## src/verilog/idc_defs.vh

```
// Constants for the interrupt daisy chain controller
`ifndef IDC_DEFS_VH
`define IDC_DEFS_VH

// Processor address bus width
`define IDC_ADDR_W        12
// Processor data bus width
`define IDC_DATA_W        8
// Default number of interrupt sources
`define IDC_NUM_SRC       8

// Fixed interrupt entry address
`define IDC_ENTRY_ADDR    12'h002
// Acknowledge write address
`define IDC_ACK_ADDR      12'hff0
// Data bit that carries the acknowledge, and its active value
`define IDC_ACK_BIT       0
`define IDC_ACK_BIT_VAL   1'b0
// Input port address that returns the grant vector
`define IDC_GRANT_PORT    12'hff1
// Shared service memory region, one bank per source
`define IDC_SHARED_LO     12'h800
`define IDC_SHARED_HI     12'hbff
// Upper end of the unshared region
`define IDC_COMMON_HI     12'h7ff

// Acknowledge schemes
`define IDC_MODE_WRITE    1'b0
`define IDC_MODE_ADDR     1'b1

`endif

```

## src/verilog/idc_chain.v

```verilog
// Combinational daisy chain of gating stages
`timescale 1ns/1ns
`include "idc_defs.vh"

module idc_chain #(
  parameter NUM_SRC = `IDC_NUM_SRC
) (
  // Master acknowledge, low active
  input  wire               ack_n,
  // Per-source requests, low active
  input  wire [NUM_SRC-1:0] req_n,
  // Per-source grants, high active
  output reg  [NUM_SRC-1:0] grant
);

  reg [NUM_SRC:0] en_n;
  integer         i;

  // Ripple the low enable down the chain, first low request takes it
  always @* begin
    en_n    = {(NUM_SRC+1){1'b1}};
    grant   = {NUM_SRC{1'b0}};
    en_n[0] = ack_n;
    for (i = 0; i < NUM_SRC; i = i + 1) begin
      grant[i]  = ~en_n[i] & ~req_n[i];    // see
      en_n[i+1] = en_n[i] | grant[i];
    end
  end

endmodule

```

## src/verilog/idc_top.v

```verilog
// Interrupt arbitration and acknowledge controller, processor side
//
// Overview of operation
// Each source has its own low-active request
// All requests ANDed into one master request
// Master acknowledge is active low toward chain
// First stage grants source zero, blocks later
// High request passes enable to next stage
// Grants are high, only for selected source
// Service one at a time, others wait
// Acknowledged processor branches to entry 002
// Write FF0 with bit zero low acknowledges
// Alternative: decode entry address as acknowledge
// Grants readable on an input port
// Shared service banks qualified by grant
// Single source needs no extra logic
// Serviced source releases request, ending grant
`timescale 1ns/1ns
`include "idc_defs.vh"

module idc_top #(
  parameter NUM_SRC = `IDC_NUM_SRC,
  parameter ADDR_W  = `IDC_ADDR_W,
  parameter DATA_W  = `IDC_DATA_W
) (
  // Clock and reset
  input  wire               REF_CLK,
  input  wire               RST,
  // Source side
  input  wire [NUM_SRC-1:0] SOURCE_REQUEST_N,
  output reg  [NUM_SRC-1:0] SOURCE_GRANT,
  // Processor request and acknowledge
  output reg                MASTER_REQUEST_N,
  output reg                MASTER_GRANT_N,
  // Processor bus view
  input  wire               ACK_MODE,
  input  wire [ADDR_W-1:0]  ADDR,
  input  wire               ADDR_STB,
  input  wire               WR_STB,
  input  wire               RD_STB,
  input  wire [DATA_W-1:0]  DATA_IN,
  // Grant input port
  output reg  [DATA_W-1:0]  GRANT_PORT_DATA,
  output reg                GRANT_PORT_SEL,
  // Shared service bank selects
  output reg  [NUM_SRC-1:0] BANK_SEL
);

  // Address equality against a constant
  function addr_is;
    input [ADDR_W-1:0] a;
    input [ADDR_W-1:0] ref_a;
    begin
      addr_is = (a == ref_a);
    end
  endfunction

  // Address inside an inclusive range
  function addr_in;
    input [ADDR_W-1:0] a;
    input [ADDR_W-1:0] lo;
    input [ADDR_W-1:0] hi;
    begin
      addr_in = (a >= lo) && (a <= hi);
    end
  endfunction

  // Controller states
  localparam ST_IDLE  = 2'd0;
  localparam ST_GRANT = 2'd1;
  localparam ST_DONE  = 2'd2;

  reg  [1:0]         state_r;
  reg  [1:0]         state_nxt;
  reg  [NUM_SRC-1:0] grant_r;
  reg  [NUM_SRC-1:0] grant_nxt;
  reg                ack_n_nxt;
  wire               any_req;
  wire               sw_ack;
  wire               hw_ack;
  wire               ack_trig;
  wire               ack_n_now;
  wire [NUM_SRC-1:0] chain_grant;
  wire               released;
  wire [DATA_W-1:0]  port_word;

  // Any source pulling its request low
  assign any_req = ~(&SOURCE_REQUEST_N);                 // see

  // Software scheme: write to the acknowledge address with bit zero low
  assign sw_ack = (ACK_MODE == `IDC_MODE_WRITE) && WR_STB &&
                  addr_is(ADDR, `IDC_ACK_ADDR) &&
                  (DATA_IN[`IDC_ACK_BIT] == `IDC_ACK_BIT_VAL);

  // Address scheme: the branch to the entry address is the acknowledge
  assign hw_ack = (ACK_MODE == `IDC_MODE_ADDR) && ADDR_STB &&
                  addr_is(ADDR, `IDC_ENTRY_ADDR);        // see

  // Acknowledge only taken when idle, so one source is served at a time
  assign ack_trig  = (sw_ack | hw_ack) && (state_r == ST_IDLE);
  assign ack_n_now = ~ack_trig;

  // Chain sampled at the acknowledge moment
  idc_chain #(
    .NUM_SRC (NUM_SRC)
  ) u_chain (
    .ack_n   (ack_n_now),
    .req_n   (SOURCE_REQUEST_N),
    .grant   (chain_grant)
  );

  // Granted source has released its request
  assign released = ~(|(grant_r & ~SOURCE_REQUEST_N));

  // Grant vector placed on the low bits of the input port
  generate
    if (DATA_W > NUM_SRC) begin : g_pad
      assign port_word = {{(DATA_W-NUM_SRC){1'b0}}, grant_r};
    end else begin : g_cut
      assign port_word = grant_r[DATA_W-1:0];
    end
  endgenerate

  // Next state of the acknowledge sequence
  always @* begin
    state_nxt = state_r;
    grant_nxt = grant_r;
    ack_n_nxt = 1'b1;
    case (state_r)
      ST_IDLE: begin
        if (ack_trig) begin
          grant_nxt = chain_grant;
          state_nxt = ST_GRANT;
          ack_n_nxt = 1'b0;
        end
      end
      ST_GRANT: begin
        // Hold grant and acknowledge until the source lets go
        if (released) begin
          grant_nxt = {NUM_SRC{1'b0}};
          state_nxt = ST_DONE;
        end else begin
          ack_n_nxt = 1'b0;
        end
      end
      ST_DONE: begin
        // One idle cycle so the master request settles
        state_nxt = ST_IDLE;
      end
      default: begin
        state_nxt = ST_IDLE;
        grant_nxt = {NUM_SRC{1'b0}};
      end
    endcase
  end

  // State and grant registers
  always @(posedge REF_CLK or posedge RST) begin
    if (RST) begin
      state_r <= ST_IDLE;
      grant_r <= {NUM_SRC{1'b0}};
    end else begin
      state_r <= state_nxt;
      grant_r <= grant_nxt;
    end
  end

  // Registered outputs toward processor and sources
  always @(posedge REF_CLK or posedge RST) begin
    if (RST) begin
      MASTER_REQUEST_N <= 1'b1;
      MASTER_GRANT_N   <= 1'b1;
      SOURCE_GRANT     <= {NUM_SRC{1'b0}};
    end else begin
      MASTER_REQUEST_N <= ~any_req;                      // see
      MASTER_GRANT_N   <= ack_n_nxt;
      SOURCE_GRANT     <= grant_nxt;
    end
  end

  // Grant input port, selected on a read of its address
  always @(posedge REF_CLK or posedge RST) begin
    if (RST) begin
      GRANT_PORT_DATA <= {DATA_W{1'b0}};
      GRANT_PORT_SEL  <= 1'b0;
    end else begin
      GRANT_PORT_DATA <= port_word;
      GRANT_PORT_SEL  <= RD_STB && addr_is(ADDR, `IDC_GRANT_PORT);
    end
  end

  // Shared bank select qualified by the held grant
  always @(posedge REF_CLK or posedge RST) begin
    if (RST) begin
      BANK_SEL <= {NUM_SRC{1'b0}};
    end else if (ADDR_STB && addr_in(ADDR, `IDC_SHARED_LO, `IDC_SHARED_HI)) begin
      BANK_SEL <= grant_r;
    end else begin
      BANK_SEL <= {NUM_SRC{1'b0}};
    end
  end

endmodule

```

## config.mk

```make
export PLATFORM = sky130hd
export DESIGN_NAME = idc_top
export DESIGN_NICKNAME = d
export VERILOG_FILES = /design/src/verilog/idc_chain.v /design/src/verilog/idc_top.v
export VERILOG_INCLUDE_DIRS = /design/src /design/src/verilog
export SDC_FILE = /design/constraint.sdc
export NUM_CORES = 1
export LEC_CHECK = 0
export ABC_CLOCK_PERIOD_IN_PS = 3700
export BUFFER_PORTS_ARGS = -buffer_cell sky130_fd_sc_hd__buf_2
export CAP_MARGIN = 15
export CELL_PAD_IN_SITES_DETAIL_PLACEMENT = 1
export CELL_PAD_IN_SITES_GLOBAL_PLACEMENT = 1
export CORE_MARGIN = 3
export CORE_UTILIZATION = 37
export CTS_BUF_LIST = sky130_fd_sc_hd__clkbuf_8
export DETAILED_ROUTE_END_ITERATION = 7
export GPL_ROUTABILITY_DRIVEN = 1
export PLACE_DENSITY_LB_ADDON = 0.3
export SLEW_MARGIN = 10
export SYNTH_ARGS = -nofsm -noshare
export SYNTH_HDL_FRONTEND = slang
export SYNTH_SLANG_ARGS = --single-unit
export TNS_END_PERCENT = 5
```

## constraint.sdc

```tcl
create_clock -name REF_CLK -period 3.7 [get_ports REF_CLK]
set_clock_uncertainty 0.2 [all_clocks]
set_input_delay 0.555 -clock REF_CLK [delete_from_list [all_inputs] [get_ports REF_CLK]]
set_output_delay 0.555 -clock REF_CLK [all_outputs]
set_load 0.005 [all_outputs]
```

==> results of run 1 <==
-- power by group --
part | switching (W) | internal [W] | leakage [nW] | total (W)
clock network | 0.000109 | 0.000168 | 0.0542 | 0.000277
registers | 0.000000169 | 0.000318 | 0.398 | 0.000318
logic | 0.0000207 | 0.0000163 | 0.443 | 0.0000370
total | 0.000130 | 0.000502 | 0.895 | 0.000632
-- worst max path at each step --
stage                 start                     endpoint  slack [ps]  cells after the start
floorplan           ADDR[8]  SOURCE_GRANT[0]$_DFFE_PP0P_        1590                      5
global placement    ADDR[0]  SOURCE_GRANT[6]$_DFFE_PP0P_        1370                      6
detailed placement  ADDR[0]  SOURCE_GRANT[2]$_DFFE_PP0P_        1350                      6
CTS                 ADDR[0]  SOURCE_GRANT[2]$_DFFE_PP0P_        1570                      6
global route        ADDR[0]  SOURCE_GRANT[6]$_DFFE_PP0P_        1400                      6
finish              ADDR[0]  SOURCE_GRANT[2]$_DFFE_PP0P_        1570                      6
-- per-stage QoR --
stage / power (W) / utilization (%) / cell area (um2)
6_report: 0.000632 / 56.0 / 1620
5_1_grt: 0.000660 / 56.0 / 1620
4_1_cts: 0.000636 / 55.0 / 1600
3_5_place_dp: 0.000357 / 51.6 / 1500
3_3_place_gp: 0.000355 / 51.6 / 1500
2_1_floorplan: 0.000335 / - / 1180
-- registers in the layout, indices dropped and copies added, names as in the netlist --
| register | flops |
|---|---|
| GRANT_PORT_DATA | 8 |
| state_r | 2 |
| BANK_SEL | 8 |
| SOURCE_GRANT | 8 |
| MASTER_GRANT_N | 1 |
| MASTER_REQUEST_N | 1 |
| GRANT_PORT_SEL | 1 |
-- per-layer routing --
metal | vias to the layer above | wire length [um] | global-route usage [%]
li1 | 483 | - | -
met4 | 0 | 46 | 7.71
met2 | 34 | 1680 | 31.8
met1 | 514 | 1230 | 18.2
met3 | 6 | 198 | 6.83
met5 | - | 0 | 0
-- cell usage after synthesis, drive strengths merged --
| master | n | share of area (%) |
|---|---|---|
| nor3 | 4 | 2.1 |
| o21ai | 2 | 0.84 |
| dfrtp | 27 | 57 |
| nor2b | 7 | 3.7 |
| clkbuf | 1 | 0.32 |
| and2 | 8 | 4.2 |
| and3b | 1 | 0.74 |
| nand3b | 1 | 0.63 |
| nor4 | 1 | 0.53 |
| a22o | 6 | 4.4 |
| a21bo | 1 | 0.84 |
| a2111o | 2 | 1.9 |
| or2 | 2 | 1.1 |
| nor3b | 2 | 1.3 |
| nand3 | 3 | 1.3 |
| buf | 1 | 0.32 |
| o32ai | 1 | 0.74 |
| nor4b | 1 | 0.74 |
| o21a | 2 | 1.3 |
| nor2 | 9 | 2.9 |
| o211ai | 1 | 0.63 |
| o21bai | 1 | 0.63 |
| nand4 | 4 | 2.1 |
| inv | 3 | 0.95 |
| dfstp | 2 | 4.4 |
| a21oi | 1 | 0.42 |
| or4 | 2 | 1.6 |
| nor4bb | 1 | 0.84 |
| nand2 | 5 | 1.6 |
-- area by class of cell --
| type | instances | area [um2] | area share, % |
|---|---|---|---|
| inverters | 3 | 11.3 | 0.693 |
| well taps | 42 | 52.6 | 3.24 |
| clock inverters | 1 | 5.00 | 0.308 |
| clock buffers | 7 | 96.3 | 5.93 |
| repair buffers | 54 | 293 | 18.0 |
| flip-flops and latches | 29 | 728 | 44.8 |
| multi-input cells | 68 | 438 | 27.0 |
-- cells by family after synthesis --
group	after synthesis	share of synthesized area, %
AOI/OAI and AO/OA	17	11.7
buffers and inverters	5	1.58
DFF	29	61.5
and+or+nand+nor	51	25.2
==> impl_metrics.ini, run 1 <==
[outcome]
status = completed

[finish]
layout-drive-gt1-share_pct = 42.6
final_nets = 195
final_cell_mix = sky130_fd_sc_hd__buf_2 (53), sky130_fd_sc_hd__dfrtp_1 (27), sky130_fd_sc_hd__nor2_1 (9), sky130_fd_sc_hd__and2_1 (8)
insertedDiodeCount = 0
fillerInstances = 351
layout.cells.most_common = sky130_fd_sc_hd__buf_2
finalNonFillerCells = 204
area_growth_synth_to_finish_pct = 37.1

[routing]
drt_first_iter_violations = 21
detail_route.first_pass.iterations = 4
drt-wirelength-per-cell_um = 15.5
vias = 1037
number_of_design_rule_violations_left_after_detail_routing = 0
postRouteAntennaNets = 0
vias_per_cell = 5.08
routed_wirelength_um = 3160

[placement]
hpwlAfterDp_um = 2400
worst_slack_placed_ps = 1350
io_buffer_count = 53
dpl.cell_count = 195
place.gp.congestion = 0.803

[global_routing]
grt_pass1_vias = 1156
grt.overflow.total = 0
grt_start_max_net_pins = 30
grt.total_usage_pct = 17.7
antenna_found_initial = 0
grt_pass1_wl_um = 5350

[logic_synthesis]
synth_seq_cells = 29
syn_avg_cell_area_um2 = 11.6
synthesized_instance_count = 102
yosys.cell_types.count = 31
synth_fp_nets = 136
synth.cell_area_um2 = 1180
ys_seq_area_share_pct = 61.5
warnings_synthesis = 0

[setup_path]
delay_of_the_slowest_critical_path_stage_ps = 390
crit_start_category = input port
critical_path_class = input port to flop
cp-end-kind = flop
crit_family = compound AO/OA/AOI/OAI gates
reg2reg_from = SOURCE_GRANT[6]$_DFFE_PP0P_
register_to_register_setup_slack_ps = 1740
timing.critical_path.fanout_max = 7
cp_cell_sequence = buf_2 > nor3_1 > nand4_1 > o32ai_1 > a21oi_1 > a22o_1
critical_path.slowest_cell = sky130_fd_sc_hd__nor3_1
critical_path.n_buffers_inverters = 1
crit-reg2reg-capture = SOURCE_GRANT[2]$_DFFE_PP0P_
critPathArrivalTime_ps = 2090
cells_on_worst_reg2reg_path = 5
worst-endpoint-required_ps = 3650

[power_and_ir_drop]
power.density_nw_per_um2 = 389
peakVddDrop_mv = 0.277
power_leakage_nw = 0.895

[die]
top_level_port_count = 61
die_w_um = 62.6
floorplan.die_area_um2 = 3920
fp.dieH_um = 62.6
start_util_pct = 40.9
fp-row-count = 19
core_area_um2 = 2900

[clock_tree]
cts_buffer_depth = 2
cts.sink_count = 29
post_cts_hold_buffer_count = 0
path_clk_slew_ps = 60
tritoncts_clock_tree = done
clock-root-buffer = sky130_fd_sc_hd__clkbuf_8
worstSkewPairLatency_ps = 270
cts.repair_timing.setup_buffer_count = 0
tritoncts.num_buffers = 5
postCtsResizedCells = 0
cts_max_level = 2

[timing]
setup_viol = 0
finalWorstSetupSlack_ps = 1570
final.setup.tns_ps = 0
layout_min_cycle_time_ps = 2130
crit_share_post_route_pct = 57.6
rsz0062_at_grt = false
slew_violations = 0
max-slew-margin-rel_pct = 57.6
max_freq_mhz = 469
worst-slew-pin-transition_ps = 635
report.final.hold_viol_count = 0
hold-worst-slack_ps = 60.4

[worst_hold_path]
hp-class = input port to async pin

[run]
maxCapViolations = 0
Note: power is estimated with default switching activity, not from simulation.
==> run 2: changes to the inputs <==
ABC_CLOCK_PERIOD_IN_PS = 2150   (was 3700)
CORE_UTILIZATION = 34   (was 37)
clock period = 2.15 ns   (was 3.7 ns; I/O delays follow)
==> run 2 against run 1 <==
Sequential power grew 72%. Critical path depth shrank 1. Non-clock buffer count grew 3. Routed wire length grew 3.7%. Via count is essentially flat. Sequential cell count is the same. Critical path type is now flop to flop. Critical endpoint is now SOURCE_GRANT[7]$_DFFE_PP0P_.
==> impl_metrics.ini, run 2 (synthesis gave the netlist of run 1 again) <==
[routing]
drt_first_iter_violations = 38
drt-wirelength-per-cell_um = 15.7
vias_per_cell = 4.96
vias = 1036
number_of_design_rule_violations_left_after_detail_routing = 0
postRouteAntennaNets = 0
detail_route.first_pass.iterations = 4
routed_wirelength_um = 3270

[power_and_ir_drop]
sequentialPowerShare_pct = 46.4
internal_power_w = 0.000945
power_frac_comb_pct = 5.2
p_sw_w = 0.000233
peakVddDrop_mv = 0.402
power.density_nw_per_um2 = 714
power_leakage_nw = 0.912
switching_share_of_total_power_pct = 19.8
clkPwrFrac_pct = 48.4

[finish]
area_growth_synth_to_finish_pct = 39.3
layout.cells.most_common = sky130_fd_sc_hd__buf_2
final_cell_mix = sky130_fd_sc_hd__buf_2 (53), sky130_fd_sc_hd__dfrtp_1 (27), sky130_fd_sc_hd__nor2_1 (9), sky130_fd_sc_hd__and2_1 (8), sky130_fd_sc_hd__nor2b_1 (7)
final_nets = 198
layout_top_registers = BANK_SEL (8), GRANT_PORT_DATA (8), SOURCE_GRANT (8)
layout-drive-gt1-share_pct = 43.0
postLayoutCellArea_um2 = 1650
insertedDiodeCount = 0

[placement]
io_buffer_count = 53
worst_slack_placed_ps = 42.6
place.gp.congestion = 0.874
hpwlAfterDp_um = 2500
dpl-instance-area_um2 = 1520

[die]
die_w_um = 65.0
floorplan.die_area_um2 = 4230
top_level_port_count = 61
fp.dieH_um = 65.0
start_util_pct = 37.3
fp-row-count = 20
core_area_um2 = 3180

[clock_tree]
cts_max_level = 2
cts_buffer_depth = 2
cts.repair_timing.setup_buffer_count = 0
path_clk_slew_ps = 60
tritoncts_clock_tree = done
worstSkewPairLatency_ps = 270
tritoncts.num_buffers = 5
cts.sink_count = 29
clock-root-buffer = sky130_fd_sc_hd__clkbuf_8

[global_routing]
grt_start_max_net_pins = 30
antenna_found_initial = 0
grt.overflow.total = 0
grt_pass1_vias = 1159
grt.total_usage_pct = 17.8
grt_pass1_wl_um = 5760

[setup_path]
critPathArrivalTime_ps = 1930
critical_path.slowest_cell = sky130_fd_sc_hd__a2111o_1
delay_of_the_slowest_critical_path_stage_ps = 430
crit_start_category = flop
worst-endpoint-required_ps = 2110
timing.critical_path.fanout_max = 7
critical_path_class = flop to flop
setup_crit_start = SOURCE_GRANT[6]$_DFFE_PP0P_
reg2reg_from = SOURCE_GRANT[6]$_DFFE_PP0P_
cp_cell_sequence = nor2b_1 > a2111o_1 > o21bai_1 > a21oi_2 > a22o_1
cp-end-kind = flop

[timing]
max-slew-margin-rel_pct = 71.9
finalWorstSetupSlack_ps = 176
report.final.hold_viol_count = 0
slew_violations = 0
rsz0062_at_grt = false
crit_share_post_route_pct = 91.8
final.setup.tns_ps = 0
layout_min_cycle_time_ps = 1970
max_freq_mhz = 507
setup_viol = 0
worst-slew-pin-transition_ps = 420

[outcome]
status = completed

[worst_hold_path]
startpoint_of_the_lowest_slack_hold_path = ADDR[3]
hp-class = input port to flop

[run]
maxCapViolations = 0
-- run 2: cell count changes in the layout (fill, tap and decap cells not counted), sizes merged --
cell / previous run / this run
dlygate4sd3: 0 / 1
inv: 3 / 4
clkinv: 1 / 0
clkbuf: 7 / 6
bufinv: 0 / 1
buf: 54 / 56
-- run 2: critical path: cells and delay by family (launching register included) --
kind	cells	cell delay (ps)
compound gates	4	1070
flops	1	420
simple gates	1	160
-- run 2: layout make-up --
type                       count  area [um2]
multi-input combinational     68         442
sequential                    29         728
tap                           44        55.1
clock inverter                 2        33.8
timing repair buffer          57         298
inverter                       3        11.3
clock buffer                   6        82.6
fill                         371        1530
-- run 2: what timing repair did --
action	4_1_cts	5_1_grt
hold buffers	1	0
hold endpoints to repair	27	0
endpoints found under the setup margin	0	3
gates resized for setup	0	1
-- run 2: power by group through the flow --
stage                     Clock, W  Sequential [W]  Combinational (W)
after floorplan                  0        0.000556          0.0000192
after global placement           0        0.000556          0.0000579
after detailed placement         0        0.000556          0.0000606
after CTS                 0.000579        0.000547          0.0000633
after global routing      0.000610        0.000546          0.0000702
final                     0.000570        0.000547          0.0000617
-- run 2: path summary, 6_finish.rpt --
check	slack, ps	end	cells after the start
max in group asynchronous	980	MASTER_GRANT_N$_DFF_PP1_	4
worst min-delay path	9	GRANT_PORT_SEL$_DFF_PP0_	2
min in group asynchronous	460	GRANT_PORT_DATA[4]$_DFF_PP0_	4
worst min register to register	250	GRANT_PORT_DATA[2]$_DFF_PP0_	0
worst max register to register	180	SOURCE_GRANT[7]$_DFFE_PP0P_	5
worst max-delay path	180	SOURCE_GRANT[7]$_DFFE_PP0P_	5
-- run 2: through the flow --
step	std cells	hold WS [ps]	power [W]	util [%]
finish	209	8.55	0.00118	51.9
global route	209	13.2	0.00123	51.9
CTS	209	5.71	0.00119	51.8
detailed placement	200	217	0.000617	47.8
global placement	200	202	0.000614	47.8
floorplan	102	192	0.000576	-
-- run 2: layer usage --
layer  routed length [um]  global-route usage [%]  share of wire (%)
met3                  186                    4.85                5.7
met1                 1330                    22.1                 41
met4                   57                    6.74                1.7
met2                 1700                    29.6                 52
met5                    0                       0                  0
==> run 3: changes to the inputs <==
--- a/config.mk
+++ b/config.mk
@@ -17,5 +17,6 @@
 export DETAILED_ROUTE_END_ITERATION = 7
 export GPL_ROUTABILITY_DRIVEN = 1
-export PLACE_DENSITY_LB_ADDON = 0.3
+export PLACE_DENSITY_LB_ADDON = 0.12
+export REMOVE_ABC_BUFFERS = 1
 export SLEW_MARGIN = 10
 export SYNTH_ARGS = -nofsm -noshare
--- a/constraint.sdc
+++ b/constraint.sdc
@@ -3,3 +3,3 @@
 set_input_delay 0.3225 -clock REF_CLK [delete_from_list [all_inputs] [get_ports REF_CLK]]
 set_output_delay 0.3225 -clock REF_CLK [all_outputs]
-set_load 0.005 [all_outputs]
+set_load 0.02 [all_outputs]
==> run 3 against run 2 <==
Sequential share of layout area is 0.10 points higher. Sequential power about the same. Utilization fell by 0.12 points. Clock-buffer cell count is the same. Clock power barely moved. Register-to-register slack improved by 20 ps. Sequential cell count did not move. Fmax up 1.3%. Routed wire length is 5.9% lower. Critical endpoint is now SOURCE_GRANT[6]$_DFFE_PP0P_.
==> impl_metrics.ini, run 3 (synthesis gave the netlist of run 1 again) <==
[outcome]
status = completed

[setup_path]
crit-reg2reg-capture = SOURCE_GRANT[6]$_DFFE_PP0P_
reg2reg_from = SOURCE_GRANT[2]$_DFFE_PP0P_
critical_path_class = flop to flop
timing.critical_path.fanout_max = 7
worst_setup_path_endpoint = SOURCE_GRANT[6]$_DFFE_PP0P_
critPathArrivalTime_ps = 1910
register_to_register_setup_slack_ps = 200
cp-end-kind = flop
setup_crit_start = SOURCE_GRANT[2]$_DFFE_PP0P_
cells_on_worst_reg2reg_path = 5
worst-endpoint-required_ps = 2110
crit_start_category = flop

[die]
top_level_port_count = 61
fp-row-count = 20
core_area_um2 = 3180
start_util_pct = 37.3
die_w_um = 65.0
fp.dieH_um = 65.0
floorplan.die_area_um2 = 4230

[global_routing]
grt_pass1_vias = 1089
grt_pass1_wl_um = 4970
antenna_found_initial = 0
grt.overflow.total = 0
grt.total_usage_pct = 15.7
grt_start_max_net_pins = 30

[placement]
hpwlAfterDp_um = 2370
worst_slack_placed_ps = 45.9
place.gp.congestion = 0.776
io_buffer_count = 53

[finish]
layout_top_registers = BANK_SEL (8), GRANT_PORT_DATA (8), SOURCE_GRANT (8)
final_nets = 198
layout-drive-gt1-share_pct = 42.4
final_cell_mix = sky130_fd_sc_hd__buf_2 (53), sky130_fd_sc_hd__dfrtp_1 (27), sky130_fd_sc_hd__nor2_1 (9), sky130_fd_sc_hd__and2_1 (8), sky130_fd_sc_hd__nor2b_1 (7)
finish.utilization_pct = 51.8
layout.cells.most_common = sky130_fd_sc_hd__buf_2
insertedDiodeCount = 0
area_growth_synth_to_finish_pct = 39.0

[worst_hold_path]
hp-class = input port to flop

[routing]
postRouteAntennaNets = 0
drt_first_iter_violations = 45
routed_wirelength_um = 3080
vias_per_cell = 4.94
detail_route.first_pass.iterations = 2
vias = 1032
number_of_design_rule_violations_left_after_detail_routing = 0
drt-wirelength-per-cell_um = 14.7

[clock_tree]
cts_max_level = 2
cts_buffer_depth = 2
worstSkewPairLatency_ps = 270
cts.sink_count = 29
tritoncts.num_buffers = 5
clock-root-buffer = sky130_fd_sc_hd__clkbuf_8
postCtsResizedCells = 0
cts.repair_timing.setup_buffer_count = 0
tritoncts_clock_tree = done
path_clk_slew_ps = 60

[timing]
final.setup.tns_ps = 0
hold-worst-slack_ps = 21.6
max-slew-margin-rel_pct = 59.4
max_freq_mhz = 513
finalWorstSetupSlack_ps = 201
worst-slew-pin-transition_ps = 608
slew_violations = 0
layout_min_cycle_time_ps = 1950
crit_share_post_route_pct = 90.7
setup_viol = 0
rsz0062_at_grt = false
report.final.hold_viol_count = 0

[run]
maxCapViolations = 0

[power_and_ir_drop]
peakVddDrop_mv = 0.405
power_leakage_nw = 0.911
power.density_nw_per_um2 = 716
-- run 3: final cells by class --
type	instances	area [um2]
fill	380	1530
sequential	29	728
multi-input combinational	68	438
timing repair buffer	57	298
clock buffer	6	82.6
tap	44	55.1
clock inverter	2	33.8
inverter	3	11.3
-- run 3: worst max-delay path: stages, from the launching register on --
cell and delay [ps]:
sky130_fd_sc_hd__dfrtp_1 410, sky130_fd_sc_hd__nor2b_1 170, sky130_fd_sc_hd__a2111o_1 420, sky130_fd_sc_hd__o21bai_1 140, sky130_fd_sc_hd__a21oi_1 200, sky130_fd_sc_hd__a22o_1 290
-- run 3: what timing repair did --
| action | in CTS | in global routing |
|---|---|---|
| setup endpoints to repair | 0 | 0 |
| hold buffers | 1 | 0 |
| endpoints found under the hold margin | 27 | 0 |
-- run 3: routing by layer --
layer	share of wire [%]	track usage [%]	routed length [um]
met3	6.1	5.03	189
met4	1.7	6.99	51
met1	42	18.2	1300
met2	50	26.6	1540
met5	0	0	0
-- run 3: power by group --
group	switching [W]	internal (W)	total, W
combinational	0.0000350	0.0000263	0.0000613
sequential	0.000000264	0.000546	0.000547
clock	0.000198	0.000372	0.000570
-- run 3: worst min-delay path by stage --
| stage | start | end | slack, ps | depth (start not counted) |
|---|---|---|---|---|
| after floorplan | ADDR[3] | GRANT_PORT_SEL$_DFF_PP0_ | 190 | 1 |
| after global placement | RST | GRANT_PORT_SEL$_DFF_PP0_ | 200 | 3 |
| after detailed placement | RST | BANK_SEL[0]$_DFF_PP0_ | 210 | 3 |
| after CTS | ADDR[3] | GRANT_PORT_SEL$_DFF_PP0_ | 9 | 2 |
| after global routing | ADDR[3] | GRANT_PORT_SEL$_DFF_PP0_ | 30 | 2 |
| final | ADDR[3] | GRANT_PORT_SEL$_DFF_PP0_ | 20 | 2 |
-- run 3: metrics by stage --
stage | cell area (um2) | power [W] | std cells
after floorplan | 1180 | 0.000576 | 100
after global placement | 1520 | 0.000614 | 200
after detailed placement | 1520 | 0.000617 | 200
after CTS | 1650 | 0.00119 | 209
after global routing | 1650 | 0.00122 | 209
final | 1650 | 0.00118 | 209
